[src/rtl/drive_io_pkg.sv]
/*
  constants shared by the network drive i/o parameter block.
  assumes a single clock domain and a parameter write port.
*/
package drive_io_pkg;
  // ----------------------------------------
  // parameter indices on the write/read port
  // ----------------------------------------
  localparam logic [3:0] IDX_COMMAND   = 4'h0;
  localparam logic [3:0] IDX_SPEED_REF = 4'h1;
  localparam logic [3:0] IDX_RELAY     = 4'h2;
  localparam logic [3:0] IDX_AOUT_ONE  = 4'h3;
  localparam logic [3:0] IDX_AOUT_TWO  = 4'h4;
  localparam logic [3:0] IDX_PROTOCOL  = 4'h5;
  localparam logic [3:0] IDX_NODE      = 4'h6;
  localparam logic [3:0] IDX_BITRATE   = 4'h7;
  localparam logic [3:0] IDX_LINK_STAT = 4'h8;

  // ----------------------------------------
  // field positions and codes
  // ----------------------------------------
  localparam int RUN_FWD_BIT = 2;
  localparam logic [15:0] PROTO_CANOPEN   = 16'h0001;
  localparam logic [15:0] PROTO_DEVICENET = 16'h0002;
  localparam logic [15:0] PROTO_RESET     = 16'h0002;
  localparam logic [15:0] NODE_RESET      = 16'h003f;
  localparam logic [15:0] NODE_MAX        = 16'h007f;
  localparam logic [15:0] NODE_DN_MAX     = 16'h003f;
  localparam logic [15:0] NODE_CO_MIN     = 16'h0001;
  localparam logic [15:0] RATE_RESET      = 16'h0000;
  localparam logic [15:0] RATE_MAX        = 16'h0008;
  localparam logic [15:0] RATE_500K       = 16'h0002;
  localparam logic [15:0] RATE_125K       = 16'h0004;
  localparam logic [15:0] RELAY_MAX       = 16'h000f;
  localparam logic [15:0] AOUT_UNI_MAX    = 16'h7fff;
  localparam logic signed [15:0] SPEED_POS_SAT = 16'sh7fff;
  localparam logic signed [15:0] SPEED_NEG_SAT = -16'sh8000;
  localparam logic signed [15:0] RATED_COUNTS  = 16'sh2000;

  // analog output source selections
  localparam logic [1:0] AOUT_SRC_LOCAL = 2'h0;
  localparam logic [1:0] AOUT_SRC_ONE   = 2'h1;
  localparam logic [1:0] AOUT_SRC_TWO   = 2'h2;

  typedef enum logic [1:0] {LINK_OFF, LINK_AUTOBAUD, LINK_ACTIVE} link_t;
endpackage

[src/rtl/network_drive_io_params.sv]
/*
  network parameter bank of the drive fieldbus interface: speed
  reference direction, relay and analog images, can settings.
  assumes a one-cycle parameter write port, a link status input and
  pin-level can power detect.
*/
`timescale 1ns/10ps
// What this block does
// - run-forward bit one: positive means forward, negative reverse.
// - run-forward bit zero: positive means reverse, negative forward.
// - speed magnitude saturates at 32767, so -32768 gives 32767.
// - relay image bits 0 to 3 close relay outputs 1 to 4.
// - a relay follows its image bit only when selected for network.
// - analog values use 15-bit scale, 7fff is full output.
// - analog output uses network value only when its function selects it.
// - bipolar outputs take signed values across -10 V to +10 V.
// - analog value parameters refuse writes from the local panel.
// - protocol code 1 is canopen, 2 devicenet, default 2.
// - new protocol applies only while link unpowered, autobaud, or reset.
// - node number 0 to 127, default 63, checked per protocol.
// - new node number applies only while unpowered, autobaud, or reset.
// - bit-rate codes 0 to 8; codes 0,1,5-8 autodetect under devicenet.
// - devicenet fixed rates only 500, 250, 125 kbit/s, else autodetect.
// - a detected rate overwrites the bit-rate code.
module network_drive_io_params
  import drive_io_pkg::*;
(
  // clock and reset
  input  wire logic        clk_sys,
  input  wire logic        reset_n,
  // parameter write/read port
  input  wire logic        paramWrite,
  input  wire logic        paramFromPanel,
  input  wire logic [3:0]  paramIndex,
  input  wire logic [15:0] paramWdata,
  output logic [15:0]      paramRdata,
  output logic             paramReject,
  // can link status
  input  wire logic        canPowerPin,
  input  wire logic        linkAutobaud,
  input  wire logic        rateDetected,
  input  wire logic [3:0]  detectedRateCode,
  // output function selections
  input  wire logic [3:0]  relayFromNetwork,
  input  wire logic [3:0]  relayLocal,
  input  wire logic [1:0]  analogOutputFunctionA,
  input  wire logic [1:0]  analogOutputFunctionB,
  input  wire logic [1:0]  analogBipolar,
  input  wire logic [15:0] analogLocalA,
  input  wire logic [15:0] analogLocalB,
  // drive outputs
  output logic             runForward,
  output logic [15:0]      speedMagnitude,
  output logic [3:0]       relayOutputs,
  output logic [15:0]      analogOutA,
  output logic [15:0]      analogOutB,
  output logic             analogNetA,
  output logic             analogNetB,
  // active can settings
  output logic             protocolCanopen,
  output logic [6:0]       activeNode,
  output logic [3:0]       activeRateCode,
  output logic             autobaudRun
);
  // ----------------------------------------
  // parameter storage
  // ----------------------------------------
  logic [15:0] commandWordReg;
  logic [15:0] speedRefReg;
  logic [3:0]  relayImageReg;
  logic [15:0] aoutOneReg;
  logic [15:0] aoutTwoReg;
  logic [15:0] protocolReg;
  logic [15:0] nodeReg;
  logic [15:0] rateReg;
  logic [15:0] activeProtoReg;
  logic        canPowered;
  logic        linkIdle;
  logic        wrOk;
  logic        inRange;
  logic signed [15:0] speedSigned;
  logic signed [16:0] speedNeg;
  logic        fwdNext;
  logic [15:0] magNext;

  pin_sync #(.RESET_VAL(1'b0)) u_power_sync (
    .clk_sys (clk_sys),
    .reset_n (reset_n),
    .pinIn   (canPowerPin),
    .levelOut(canPowered)
  );

  assign linkIdle = !canPowered || linkAutobaud;

  // range check against the protocol in force
  always_comb begin
    inRange = 1'b1;
    unique case (paramIndex)
      IDX_RELAY:    inRange = (paramWdata <= RELAY_MAX);
      IDX_AOUT_ONE,
      IDX_AOUT_TWO: inRange = !paramFromPanel;
      IDX_PROTOCOL: inRange = (paramWdata == PROTO_CANOPEN)
                           || (paramWdata == PROTO_DEVICENET);
      IDX_NODE: begin
        if (activeProtoReg == PROTO_CANOPEN) begin
          inRange = (paramWdata >= NODE_CO_MIN)
                 && (paramWdata <= NODE_MAX);
        end else begin
          inRange = (paramWdata <= NODE_DN_MAX);
        end
      end
      IDX_BITRATE:  inRange = (paramWdata <= RATE_MAX);
      IDX_COMMAND,
      IDX_SPEED_REF: inRange = !paramFromPanel;
      default:      inRange = 1'b0;
    endcase
  end

  assign wrOk = paramWrite && inRange;

  // ----------------------------------------
  // drive command parameters
  // ----------------------------------------
  always_ff @(posedge clk_sys) begin
    if (!reset_n) begin
      commandWordReg <= 16'h0000;
      speedRefReg    <= 16'h0000;
    end else if (wrOk) begin
      if (paramIndex == IDX_COMMAND) begin
        commandWordReg <= paramWdata;
      end
      if (paramIndex == IDX_SPEED_REF) begin
        speedRefReg <= paramWdata;
      end
    end
  end

  // ----------------------------------------
  // output images
  // ----------------------------------------
  always_ff @(posedge clk_sys) begin
    if (!reset_n) begin
      relayImageReg <= 4'h0;
      aoutOneReg    <= 16'h0000;
      aoutTwoReg    <= 16'h0000;
    end else if (wrOk) begin
      if (paramIndex == IDX_RELAY) begin
        relayImageReg <= paramWdata[3:0];
      end
      if (paramIndex == IDX_AOUT_ONE) begin
        aoutOneReg <= paramWdata;
      end
      if (paramIndex == IDX_AOUT_TWO) begin
        aoutTwoReg <= paramWdata;
      end
    end
  end

  // ----------------------------------------
  // can configuration
  // ----------------------------------------
  // a detection result wins over a write in the same cycle
  always_ff @(posedge clk_sys) begin
    if (!reset_n) begin
      protocolReg <= PROTO_RESET;
      nodeReg     <= NODE_RESET;
      rateReg     <= RATE_RESET;
    end else begin
      if (wrOk && paramIndex == IDX_PROTOCOL) begin
        protocolReg <= paramWdata;
      end
      if (wrOk && paramIndex == IDX_NODE) begin
        nodeReg <= paramWdata;
      end
      if (rateDetected && autobaudRun) begin
        rateReg <= {12'h000, detectedRateCode};
      end else if (wrOk && paramIndex == IDX_BITRATE) begin
        rateReg <= paramWdata;
      end
    end
  end

  // settings in force change only while the link is idle or after reset
  always_ff @(posedge clk_sys) begin
    if (!reset_n) begin
      activeProtoReg  <= PROTO_RESET;
      protocolCanopen <= 1'b0;
      activeNode      <= 7'(NODE_RESET);
      activeRateCode  <= 4'(RATE_RESET);
    end else if (linkIdle) begin
      activeProtoReg  <= protocolReg;
      protocolCanopen <= (protocolReg == PROTO_CANOPEN);
      activeNode      <= nodeReg[6:0];
      activeRateCode  <= rateReg[3:0];
    end
  end

  // only 500, 250 and 125 are fixed under devicenet
  always_ff @(posedge clk_sys) begin
    if (!reset_n) begin
      autobaudRun <= 1'b0;
    end else begin
      autobaudRun <= (activeProtoReg == PROTO_DEVICENET)
                  && ((rateReg < RATE_500K)
                   || (rateReg > RATE_125K));
    end
  end

  // ----------------------------------------
  // speed reference direction
  // ----------------------------------------
  // 8192 counts = rated frequency; the word is kept as is
  assign speedSigned = $signed(speedRefReg);
  assign speedNeg    = -{speedSigned[15], speedSigned};

  always_comb begin
    fwdNext = commandWordReg[RUN_FWD_BIT];
    magNext = speedRefReg;
    if (speedSigned < 0) begin
      fwdNext = !commandWordReg[RUN_FWD_BIT];
      // -32768 has no positive twin, so it saturates
      magNext = (speedNeg > 17'(SPEED_POS_SAT))
              ? SPEED_POS_SAT : speedNeg[15:0];
    end
  end

  always_ff @(posedge clk_sys) begin
    if (!reset_n) begin
      runForward     <= 1'b1;
      speedMagnitude <= 16'h0000;
    end else begin
      runForward     <= fwdNext;
      speedMagnitude <= magNext;
    end
  end

  // ----------------------------------------
  // relay and analog outputs
  // ----------------------------------------
  always_ff @(posedge clk_sys) begin
    if (!reset_n) begin
      relayOutputs <= 4'h0;
    end else begin
      relayOutputs <= (relayFromNetwork & relayImageReg)
                    | (~relayFromNetwork & relayLocal);
    end
  end

  aout_select u_aout_a (
    .clk_sys    (clk_sys),
    .reset_n    (reset_n),
    .functionSel(analogOutputFunctionA),
    .bipolar    (analogBipolar[0]),
    .localValue (analogLocalA),
    .valueOne   (aoutOneReg),
    .valueTwo   (aoutTwoReg),
    .levelOut   (analogOutA),
    .fromNetwork(analogNetA)
  );

  aout_select u_aout_b (
    .clk_sys    (clk_sys),
    .reset_n    (reset_n),
    .functionSel(analogOutputFunctionB),
    .bipolar    (analogBipolar[1]),
    .localValue (analogLocalB),
    .valueOne   (aoutOneReg),
    .valueTwo   (aoutTwoReg),
    .levelOut   (analogOutB),
    .fromNetwork(analogNetB)
  );

  // ----------------------------------------
  // read-back and reject flag
  // ----------------------------------------
  always_ff @(posedge clk_sys) begin
    if (!reset_n) begin
      paramRdata  <= 16'h0000;
      paramReject <= 1'b0;
    end else begin
      paramReject <= paramWrite && !inRange;
      unique case (paramIndex)
        IDX_COMMAND:   paramRdata <= commandWordReg;
        IDX_SPEED_REF: paramRdata <= speedRefReg;
        IDX_RELAY:     paramRdata <= {12'h000, relayImageReg};
        IDX_AOUT_ONE:  paramRdata <= aoutOneReg;
        IDX_AOUT_TWO:  paramRdata <= aoutTwoReg;
        IDX_PROTOCOL:  paramRdata <= protocolReg;
        IDX_NODE:      paramRdata <= nodeReg;
        IDX_BITRATE:   paramRdata <= rateReg;
        IDX_LINK_STAT: paramRdata <= {14'h0000, autobaudRun, canPowered};
        default:       paramRdata <= 16'h0000;
      endcase
    end
  end

  // ----------------------------------------
  // checks
  // ----------------------------------------
  property p_reject_keeps;
    @(posedge clk_sys) disable iff (!reset_n)
    (paramWrite && !inRange && paramIndex == IDX_NODE)
      |=> $stable(nodeReg);
  endproperty
  a_reject_keeps: assert property (p_reject_keeps)
    else $error("rejected node write changed the value");

  property p_panel_refused;
    @(posedge clk_sys) disable iff (!reset_n)
    (paramWrite && paramFromPanel && paramIndex == IDX_AOUT_ONE)
      |=> $stable(aoutOneReg) && paramReject;
  endproperty
  a_panel_refused: assert property (p_panel_refused)
    else $error("panel write reached analog value");

  property p_fwd_dir;
    @(posedge clk_sys) disable iff (!reset_n)
    (commandWordReg[RUN_FWD_BIT] && speedSigned > 0) |=> runForward;
  endproperty
  a_fwd_dir: assert property (p_fwd_dir)
    else $error("positive reference with run bit not forward");

  property p_inv_dir;
    @(posedge clk_sys) disable iff (!reset_n)
    (!commandWordReg[RUN_FWD_BIT] && speedSigned > 0) |=> !runForward;
  endproperty
  a_inv_dir: assert property (p_inv_dir)
    else $error("inverted sense not applied");

  property p_sat;
    @(posedge clk_sys) disable iff (!reset_n)
    (speedRefReg == 16'h8000) |=> speedMagnitude == SPEED_POS_SAT;
  endproperty
  a_sat: assert property (p_sat)
    else $error("speed magnitude not saturated");

  property p_relay;
    @(posedge clk_sys) disable iff (!reset_n)
    relayFromNetwork[0] |=> relayOutputs[0] == $past(relayImageReg[0]);
  endproperty
  a_relay: assert property (p_relay)
    else $error("relay 1 does not follow image");

  property p_node_hold;
    @(posedge clk_sys) disable iff (!reset_n)
    (!linkIdle && $changed(nodeReg)) |=> $stable(activeNode);
  endproperty
  a_node_hold: assert property (p_node_hold)
    else $error("node applied while link active");

  property p_proto_hold;
    @(posedge clk_sys) disable iff (!reset_n)
    !linkIdle |=> $stable(protocolCanopen);
  endproperty
  a_proto_hold: assert property (p_proto_hold)
    else $error("protocol changed while link active");

  property p_proto_legal;
    @(posedge clk_sys) disable iff (!reset_n)
    (protocolReg == PROTO_CANOPEN) || (protocolReg == PROTO_DEVICENET);
  endproperty
  a_proto_legal: assert property (p_proto_legal)
    else $error("illegal protocol stored");

  property p_detect;
    @(posedge clk_sys) disable iff (!reset_n)
    (rateDetected && autobaudRun)
      |=> rateReg == {12'h000, $past(detectedRateCode)};
  endproperty
  a_detect: assert property (p_detect)
    else $error("detected rate not stored");

  c_reject: cover property (@(posedge clk_sys) paramReject);
  c_reverse: cover property (@(posedge clk_sys) !runForward);
  c_autobaud: cover property (@(posedge clk_sys) autobaudRun);
  c_apply: cover property (@(posedge clk_sys)
    linkIdle && $changed(activeNode));
endmodule

[src/rtl/pin_sync.sv]
/*
  three-stage synchroniser with agreement filter for one pin level.
  assumes the level is slow against clk_sys.
*/
`timescale 1ns/10ps
module pin_sync #(
  parameter logic RESET_VAL = 1'b0
) (
  // clock and reset
  input  wire logic clk_sys,
  input  wire logic reset_n,
  // pin and filtered level
  input  wire logic pinIn,
  output logic      levelOut
);
  logic s1Reg;
  logic s2Reg;
  logic s3Reg;

  always_ff @(posedge clk_sys) begin
    if (!reset_n) begin
      s1Reg <= RESET_VAL;
      s2Reg <= RESET_VAL;
      s3Reg <= RESET_VAL;
    end else begin
      s1Reg <= pinIn;
      s2Reg <= s1Reg;
      s3Reg <= s2Reg;
    end
  end

  // a change counts only once stages two and three agree
  always_ff @(posedge clk_sys) begin
    if (!reset_n) begin
      levelOut <= RESET_VAL;
    end else if (s2Reg == s3Reg) begin
      levelOut <= s3Reg;
    end
  end
endmodule

[src/rtl/aout_select.sv]
/*
  source selection for one analog output channel.
  assumes the value parameters are already range checked.
*/
`timescale 1ns/10ps
module aout_select
  import drive_io_pkg::*;
(
  // clock and reset
  input  wire logic        clk_sys,
  input  wire logic        reset_n,
  // selection and sources
  input  wire logic [1:0]  functionSel,
  input  wire logic        bipolar,
  input  wire logic [15:0] localValue,
  input  wire logic [15:0] valueOne,
  input  wire logic [15:0] valueTwo,
  // result
  output logic [15:0]      levelOut,
  output logic             fromNetwork
);
  logic [15:0] pick;

  always_comb begin
    pick = localValue;
    if (functionSel == AOUT_SRC_ONE) begin
      pick = valueOne;
    end else if (functionSel == AOUT_SRC_TWO) begin
      pick = valueTwo;
    end
  end

  // unipolar never goes below zero; bipolar passes the signed word
  always_ff @(posedge clk_sys) begin
    if (!reset_n) begin
      levelOut    <= 16'h0000;
      fromNetwork <= 1'b0;
    end else begin
      levelOut    <= (bipolar || !pick[15]) ? pick : 16'h0000;
      fromNetwork <= (functionSel != AOUT_SRC_LOCAL);
    end
  end
endmodule

[config.mk]
export PLATFORM = sky130hd
export DESIGN_NAME = network_drive_io_params
export DESIGN_NICKNAME = d
export VERILOG_FILES = /design/src/rtl/drive_io_pkg.sv /design/src/rtl/network_drive_io_params.sv /design/src/rtl/pin_sync.sv /design/src/rtl/aout_select.sv
export SDC_FILE = /design/constraint.sdc
export NUM_CORES = 1
export LEC_CHECK = 0
export ABC_AREA = 1
export CAP_MARGIN = 20
export CORE_MARGIN = 2
export CORE_UTILIZATION = 60
export CTS_CLUSTER_DIAMETER = 120
export DETAILED_ROUTE_END_ITERATION = 7
export DONT_BUFFER_PORTS = 1
export PLACE_DENSITY = 0.85
export SLEW_MARGIN = 20
export SYNTH_ARGS = -nofsm -noshare
export SYNTH_HDL_FRONTEND = slang
export SYNTH_SLANG_ARGS = --single-unit
[constraint.sdc]
create_clock -name clk_sys -period 5.2 [get_ports clk_sys]
set_input_delay 1.04 -clock clk_sys [delete_from_list [all_inputs] [get_ports clk_sys]]
set_output_delay 1.04 -clock clk_sys [all_outputs]
set_load 0.02 [all_outputs]
# Yosys cells after proc, flatten, opt, wreduce, memory -nomap -nowiden
# Index checks and enable logic that the tools add are counted.
# W data, S select, Z words.
# word_totals
input_bits	77
output_inout_bits	85
wordCells	104
regBits	221
# op_classes
n_eq_ne	18
reduce_logical	32
order_cmp	9
n_addsub	1
bitwise	5
muxes	12
# ops
op	n
$pmux W16 S9	1
$mux W16	6
$eq A16 B1 Y1 const B	3
$eq A16 B2 Y1 const B	2
$le A16 B4 Y1 const B	2
$gt A17 B16 Y1 const B	1
$neg A17 Y17	1
$eq A4 B3 Y1 const B	4
$ge A16 B1 Y1 const B	1
$gt A16 B3 Y1 const B	1
$le A16 B6 Y1 const B	1
$le A16 B7 Y1 const B	1
$lt A16 B1 Y1 const B	1
$lt A16 B2 Y1 const B	1
$reduce_and A2 Y1	7
$and A4 B4 Y4	2
$eq A4 B2 Y1 const B	2
$logic_and A1 B1 Y1	8
$mux W4	2
$logic_not A1 Y1	6
$reduce_bool A2 Y1	3
$logic_or A1 B1 Y1	5
$pmux W1 S5	1
$eq A2 B1 Y1 const B	2
other kinds (11)	13

# Longest topological paths before layout
# logic_depth
depth_word	8
mapped_depth	19
mapped_depth_nobuf	18

# Hierarchy
# A second synthesis with hierarchy kept.
# hier_totals
hier_cells	1269
area_unflattened_um2	9351.5
# by_module_without_submodules
module	n_inst	area_per_inst_um2	cells_each	seq_area_each_um2
network_drive_io_params	1	7568.5	1028	3663.5
aout_select	2	833.3	114	340.3
pin_sync	1	116.4	13	80.1

# Worst setup path before layout
# Ideal clock, no wire load.
# synth_path
kind	input -> register
from	in paramIndex[3]
to	reg nodeReg[3]
arrival_ps	2388
path_buffers	1
cell_stages	10
setup_ps	130
path_slack_ps	2683
required_ps	5070
path_cell_list	nor2_2 -> nand3_1 -> a41o_1 -> nand2_4 -> nand2_8 -> inv_8 -> nand2_1 -> buf_2 -> nand2_1 -> nand3_1
# synth_between
elab_chain_len	5
elab_cells_between_ends	12
cone_classes	eq/ne: 7; mux: 1; reduce/logical: 4
# synth_rtl
element	line	rtl
start: declaration	network_drive_io_params.sv:34	input wire logic [3:0] paramIndex,
$eq A4 B1 Y1 (tied with other cells)	network_drive_io_params.sv:98	unique case (paramIndex)
$reduce_or A4 Y1 (no source line)	-	
$pmux W1 S5	network_drive_io_params.sv:98	
$logic_and A1 B1 Y1	network_drive_io_params.sv:119	assign wrOk = paramWrite && inRange;
$logic_and A1 B1 Y1 *	network_drive_io_params.sv:172	if (wrOk && paramIndex == IDX_NODE) begin
end signal: assignment	network_drive_io_params.sv:173	nodeReg <= paramWdata;
end: declaration	network_drive_io_params.sv:74	logic [15:0] nodeReg;
# Mark *: on every way between the ends. The rest lies on a longest branch, timed or not.
# A chain may end at the register's enable or synchronous reset.

# Worst setup path in the final report
# layout_path
from	in paramWdata[10]
to	reg nodeReg[1]
# layout_between
elab_chain_len	6
elab_cells_between_ends	13
cone_classes	order compare: 5; eq/ne: 2; mux: 2; reduce/logical: 4
# layout_rtl
element	line	rtl
start: declaration	network_drive_io_params.sv:35	input wire logic [15:0] paramWdata,
$ge A16 B1 Y1 or $le A16 B7 Y1 (tied branches)	network_drive_io_params.sv:106, network_drive_io_params.sv:107	
$logic_and A1 B1 Y1	network_drive_io_params.sv:107	&& (paramWdata <= NODE_MAX);
$mux W1	network_drive_io_params.sv:105	if (activeProtoReg == PROTO_CANOPEN) begin
$pmux W1 S5 *	network_drive_io_params.sv:98	
$logic_and A1 B1 Y1 *	network_drive_io_params.sv:119	
$logic_and A1 B1 Y1 *	network_drive_io_params.sv:172	
# Marks and branches as above.

==> metrics.txt <==
# TYPE chip_impl_metric gauge
chip_impl_info{name="status",value="completed"} 1
chip_impl_metric{name="final_min_period_over_clock_period",unit="%"} 52.62
chip_impl_metric{name="yosys_warnings",unit=""} 0
chip_impl_metric{name="detailed_placement_wirelength_estimate",unit="mm"} 17.67
chip_impl_metric{name="avgSynthCellArea",unit="sq um"} 7.503
chip_impl_metric{name="finalWeightedCongestion",unit=""} 0.9924
chip_impl_info{name="setup.worst_path.class",value="in2reg"} 1
chip_impl_metric{name="post-route-min-period",unit="ns"} 2.736
chip_impl_metric{name="maxSlewHeadroom",unit="%"} 31.12
chip_impl_metric{name="setup_tns",unit="ns"} 0
chip_impl_metric{name="clock_tree.htree_level_count",unit=""} 1
chip_impl_metric{name="power_per_cell_area",unit="nW/um^2"} 357.7
chip_impl_metric{name="drt-wirelength-per-cell",unit="um"} 18.43
chip_impl_metric{name="drc",unit=""} 0
chip_impl_metric{name="grt.overflow.total",unit=""} 0
chip_impl_metric{name="cts_num_sinks",unit=""} 221
chip_impl_metric{name="antennaDiodeCount",unit=""} 0
chip_impl_info{name="cts_tree",value="built"} 1
chip_impl_metric{name="cts-hold-fix-buffers",unit=""} 0
chip_impl_metric{name="clk_transition_reported_paths",unit="ns"} 0.06
chip_impl_metric{name="ys_async_sr_fraction",unit="%"} 0
chip_impl_metric{name="initial_utilization",unit="%"} 60.96
chip_impl_metric{name="layout.area.seq",unit="sq um"} 4424
chip_impl_info{name="yosysTopAreaCell",value="dfxtp_1"} 1
chip_impl_info{name="rsz0062_at_grt",value="false"} 1
chip_impl_metric{name="yosys_register_bits",unit=""} 221
chip_impl_metric{name="number_of_synthesized_flops_with_an_enable_pin",unit=""} 0
chip_impl_metric{name="total_power",unit="mW"} 3.565
chip_impl_metric{name="clk_path_buf_depth",unit=""} 3
chip_impl_metric{name="die_h",unit="um"} 127.8
chip_impl_metric{name="design.portCount",unit=""} 162
chip_impl_metric{name="whs",unit="ns"} 0.4087
chip_impl_metric{name="drt-total-wl",unit="mm"} 25.70
chip_impl_metric{name="crit_arrival",unit="ns"} 3.18
chip_impl_info{name="setup_crit_end_kind",value="flip-flop"} 1
chip_impl_metric{name="post_cts_buffers",unit=""} 0
chip_impl_metric{name="floorplan.die_area",unit="sq um"} 16340
chip_impl_metric{name="std_cell_rows",unit=""} 45
chip_impl_metric{name="postSynthNetCount",unit=""} 1305
chip_impl_metric{name="drtPass1Iterations",unit=""} 5
chip_impl_info{name="hp-class",value="reg2reg"} 1
chip_impl_metric{name="antenna_violation_net_count_after_detailed_routing",unit=""} 0
chip_impl_metric{name="mappedNetlistArea",unit="sq um"} 9199
chip_impl_metric{name="grt_start_max_net_pins",unit=""} 122
chip_impl_metric{name="max_cap_violations",unit=""} 0
chip_impl_metric{name="layout.nets",unit=""} 1269
chip_impl_metric{name="cellLeakagePower",unit="nW"} 4.111
chip_impl_metric{name="worst_pin_slew",unit="ns"} 1.032
chip_impl_metric{name="ys_types",unit=""} 40
chip_impl_metric{name="finalHoldViolCount",unit=""} 0
chip_impl_metric{name="power.ir.vdd_worst",unit="mV"} 0.3499
chip_impl_metric{name="synthToLayoutAreaGrowth",unit="%"} 8.338
chip_impl_metric{name="worstSkewPairLatency",unit="ns"} 0.51
chip_impl_metric{name="final_area",unit="sq um"} 9966
chip_impl_metric{name="multi_input_gate_area",unit="sq um"} 3976
chip_impl_metric{name="place.port_buffers",unit=""} 0
chip_impl_metric{name="setup_violations",unit=""} 0
chip_impl_metric{name="grt_pass1_wl",unit="mm"} 40.54
chip_impl_metric{name="fillerInstances",unit=""} 1230
chip_impl_metric{name="postSynthCellCount",unit=""} 1226
chip_impl_metric{name="yosysSeqAreaShare",unit="%"} 48.10
chip_impl_metric{name="worst_path_required",unit="ns"} 5.64
chip_impl_info{name="prevailing_post_synth_register_cell",value="dfxtp_1"} 1
chip_impl_metric{name="antenna_found_initial",unit=""} 0
chip_impl_metric{name="grt_util_all_layers",unit="%"} 31.06
chip_impl_info{name="netlist_top_cells_count",value="nor2_1, dfxtp_1, nand2_1, inv_1, o21ai_0"} 1
chip_impl_metric{name="area_of_the_core",unit="sq um"} 15090
chip_impl_info{name="ranking_of_synthesized_cells_by_area",value="dfxtp_1, nor2_1, o21ai_0, nand2_1, inv_1"} 1
chip_impl_metric{name="routed_via_density",unit=""} 6.036
chip_impl_metric{name="ctsResizeCount",unit=""} 0
chip_impl_info{name="master_cell_of_the_clock_root_buffer",value="clkbuf_16"} 1
chip_impl_metric{name="finalClockSkew",unit="ns"} 0.01162
chip_impl_metric{name="floorplan.die.width",unit="um"} 127.8
chip_impl_info{name="most_common_cell_in_the_netlist",value="nor2_1"} 1
chip_impl_metric{name="first_drt_iteration_drcs",unit=""} 940
chip_impl_metric{name="timing.final.max_slew_violations",unit=""} 0
chip_impl_info{name="worst_setup_path_start_kind",value="primary input"} 1
chip_impl_metric{name="critical_path.max_fanout",unit=""} 11
chip_impl_metric{name="numCtsBuffers",unit=""} 23
chip_impl_metric{name="instance_area_after_placement",unit="sq um"} 9188
chip_impl_metric{name="via_count",unit=""} 8414
chip_impl_metric{name="synth_top_cell_area_share",unit="%"} 48.10
chip_impl_metric{name="share_of_post_route_cells_with_drive_strength_above_1",unit="%"} 5.887
chip_impl_metric{name="max_freq",unit="MHz"} 365.5
chip_impl_metric{name="grt_pass1_vias",unit=""} 7754
## power by group
group / total (mW) / switching, mW / internal (mW) / leakage (nW)
Clock: 1.66 / 0.660 / 1.00 / 0.389
Sequential: 1.77 / 0.0457 / 1.72 / 1.79
Combinational: 0.135 / 0.0909 / 0.0438 / 1.93
Total: 3.57 / 0.797 / 2.77 / 4.11
## stage by stage
| stage | cells | util [%] | setup slack [ns] |
|---|---|---|---|
| final | 1394 | 66.04 | 2.464 |
| after global routing | 1394 | 66.04 | 2.316 |
| after CTS | 1394 | 66.02 | 2.296 |
| after detailed placement | 1353 | 60.89 | 1.792 |
| after global placement | 1353 | 60.86 | 1.820 |
| after floorplan | 1226 | - | 2.683 |
## registers in the layout, indices dropped and copies added (netlist names), 7 cells and up
signal	count
activeNode	7
commandWordReg	16
u_aout_b.levelOut	16
speedMagnitude	16
activeProtoReg	16
u_aout_a.levelOut	16
protocolReg	16
aoutOneReg	16
speedRefReg	16
rateReg	16
nodeReg	16
paramRdata	16
aoutTwoReg	16
## final cells by class
class	count	area share, %
Tap cell	188	2.360
Clock buffer	36	7.269
Timing Repair Buffer	3	0.2260
Sequential cell	221	44.39
Multi-Input combinational cell	801	39.90
Clock inverter	5	0.5022
Inverter	140	5.348
## cells by family after synthesis
logic type                 Yosys count  synth area share [%]
and+or+nand+nor                    494                 23.00
buffers and inverters              204                 8.814
AOI/OAI and AO/OA                  296                 18.91
adders and majority gates            2                0.2720
muxes                                4                0.4896
other                                1               0.04077
xor gates and xnor gates             4                0.3808
DFF                                221                 48.10
## worst max-delay path: stages
cell     delay (ns)
nor2_1         0.08
nand2_1        0.05
nor4_1         0.76
nand2_1        0.21
nand2_4        0.15
nand2_8        0.12
nor2_1         0.50
nand2_1        0.14
nand3_1        0.11
## cells in the final DEF (no fill, tap or decap), drive strengths merged, types with 11 or more instances in the layout
| master | n |
|---|---|
| nand3 | 46 |
| o22ai | 24 |
| a221oi | 11 |
| nor3 | 35 |
| a211oi | 62 |
| nand2 | 146 |
| dfxtp | 221 |
| o21ai | 111 |
| a21oi | 73 |
| inv | 135 |
| clkbuf | 36 |
| nor2 | 250 |
## worst paths after layout
kind	from	slack, ns	to	cells past startpoint
worst max-delay path	paramWdata[10]	2.46	nodeReg[1]	9
worst min-delay path	u_power_sync.s1Reg	0.41	u_power_sync.s2Reg	2
worst max register to register	u_power_sync.levelOut	2.70	activeProtoReg[14]	5
worst min register to register	u_power_sync.s1Reg	0.41	u_power_sync.s2Reg	2
## layer usage
metal	track usage, %	vias to the layer above	wire [um]
li1	-	3990	-
met1	38.57	3930	9899
met2	51.46	398	12170
met3	8.347	96	2434
met4	12.48	0	1187
met5	0	-	0
(Power assumes the default switching activity.)
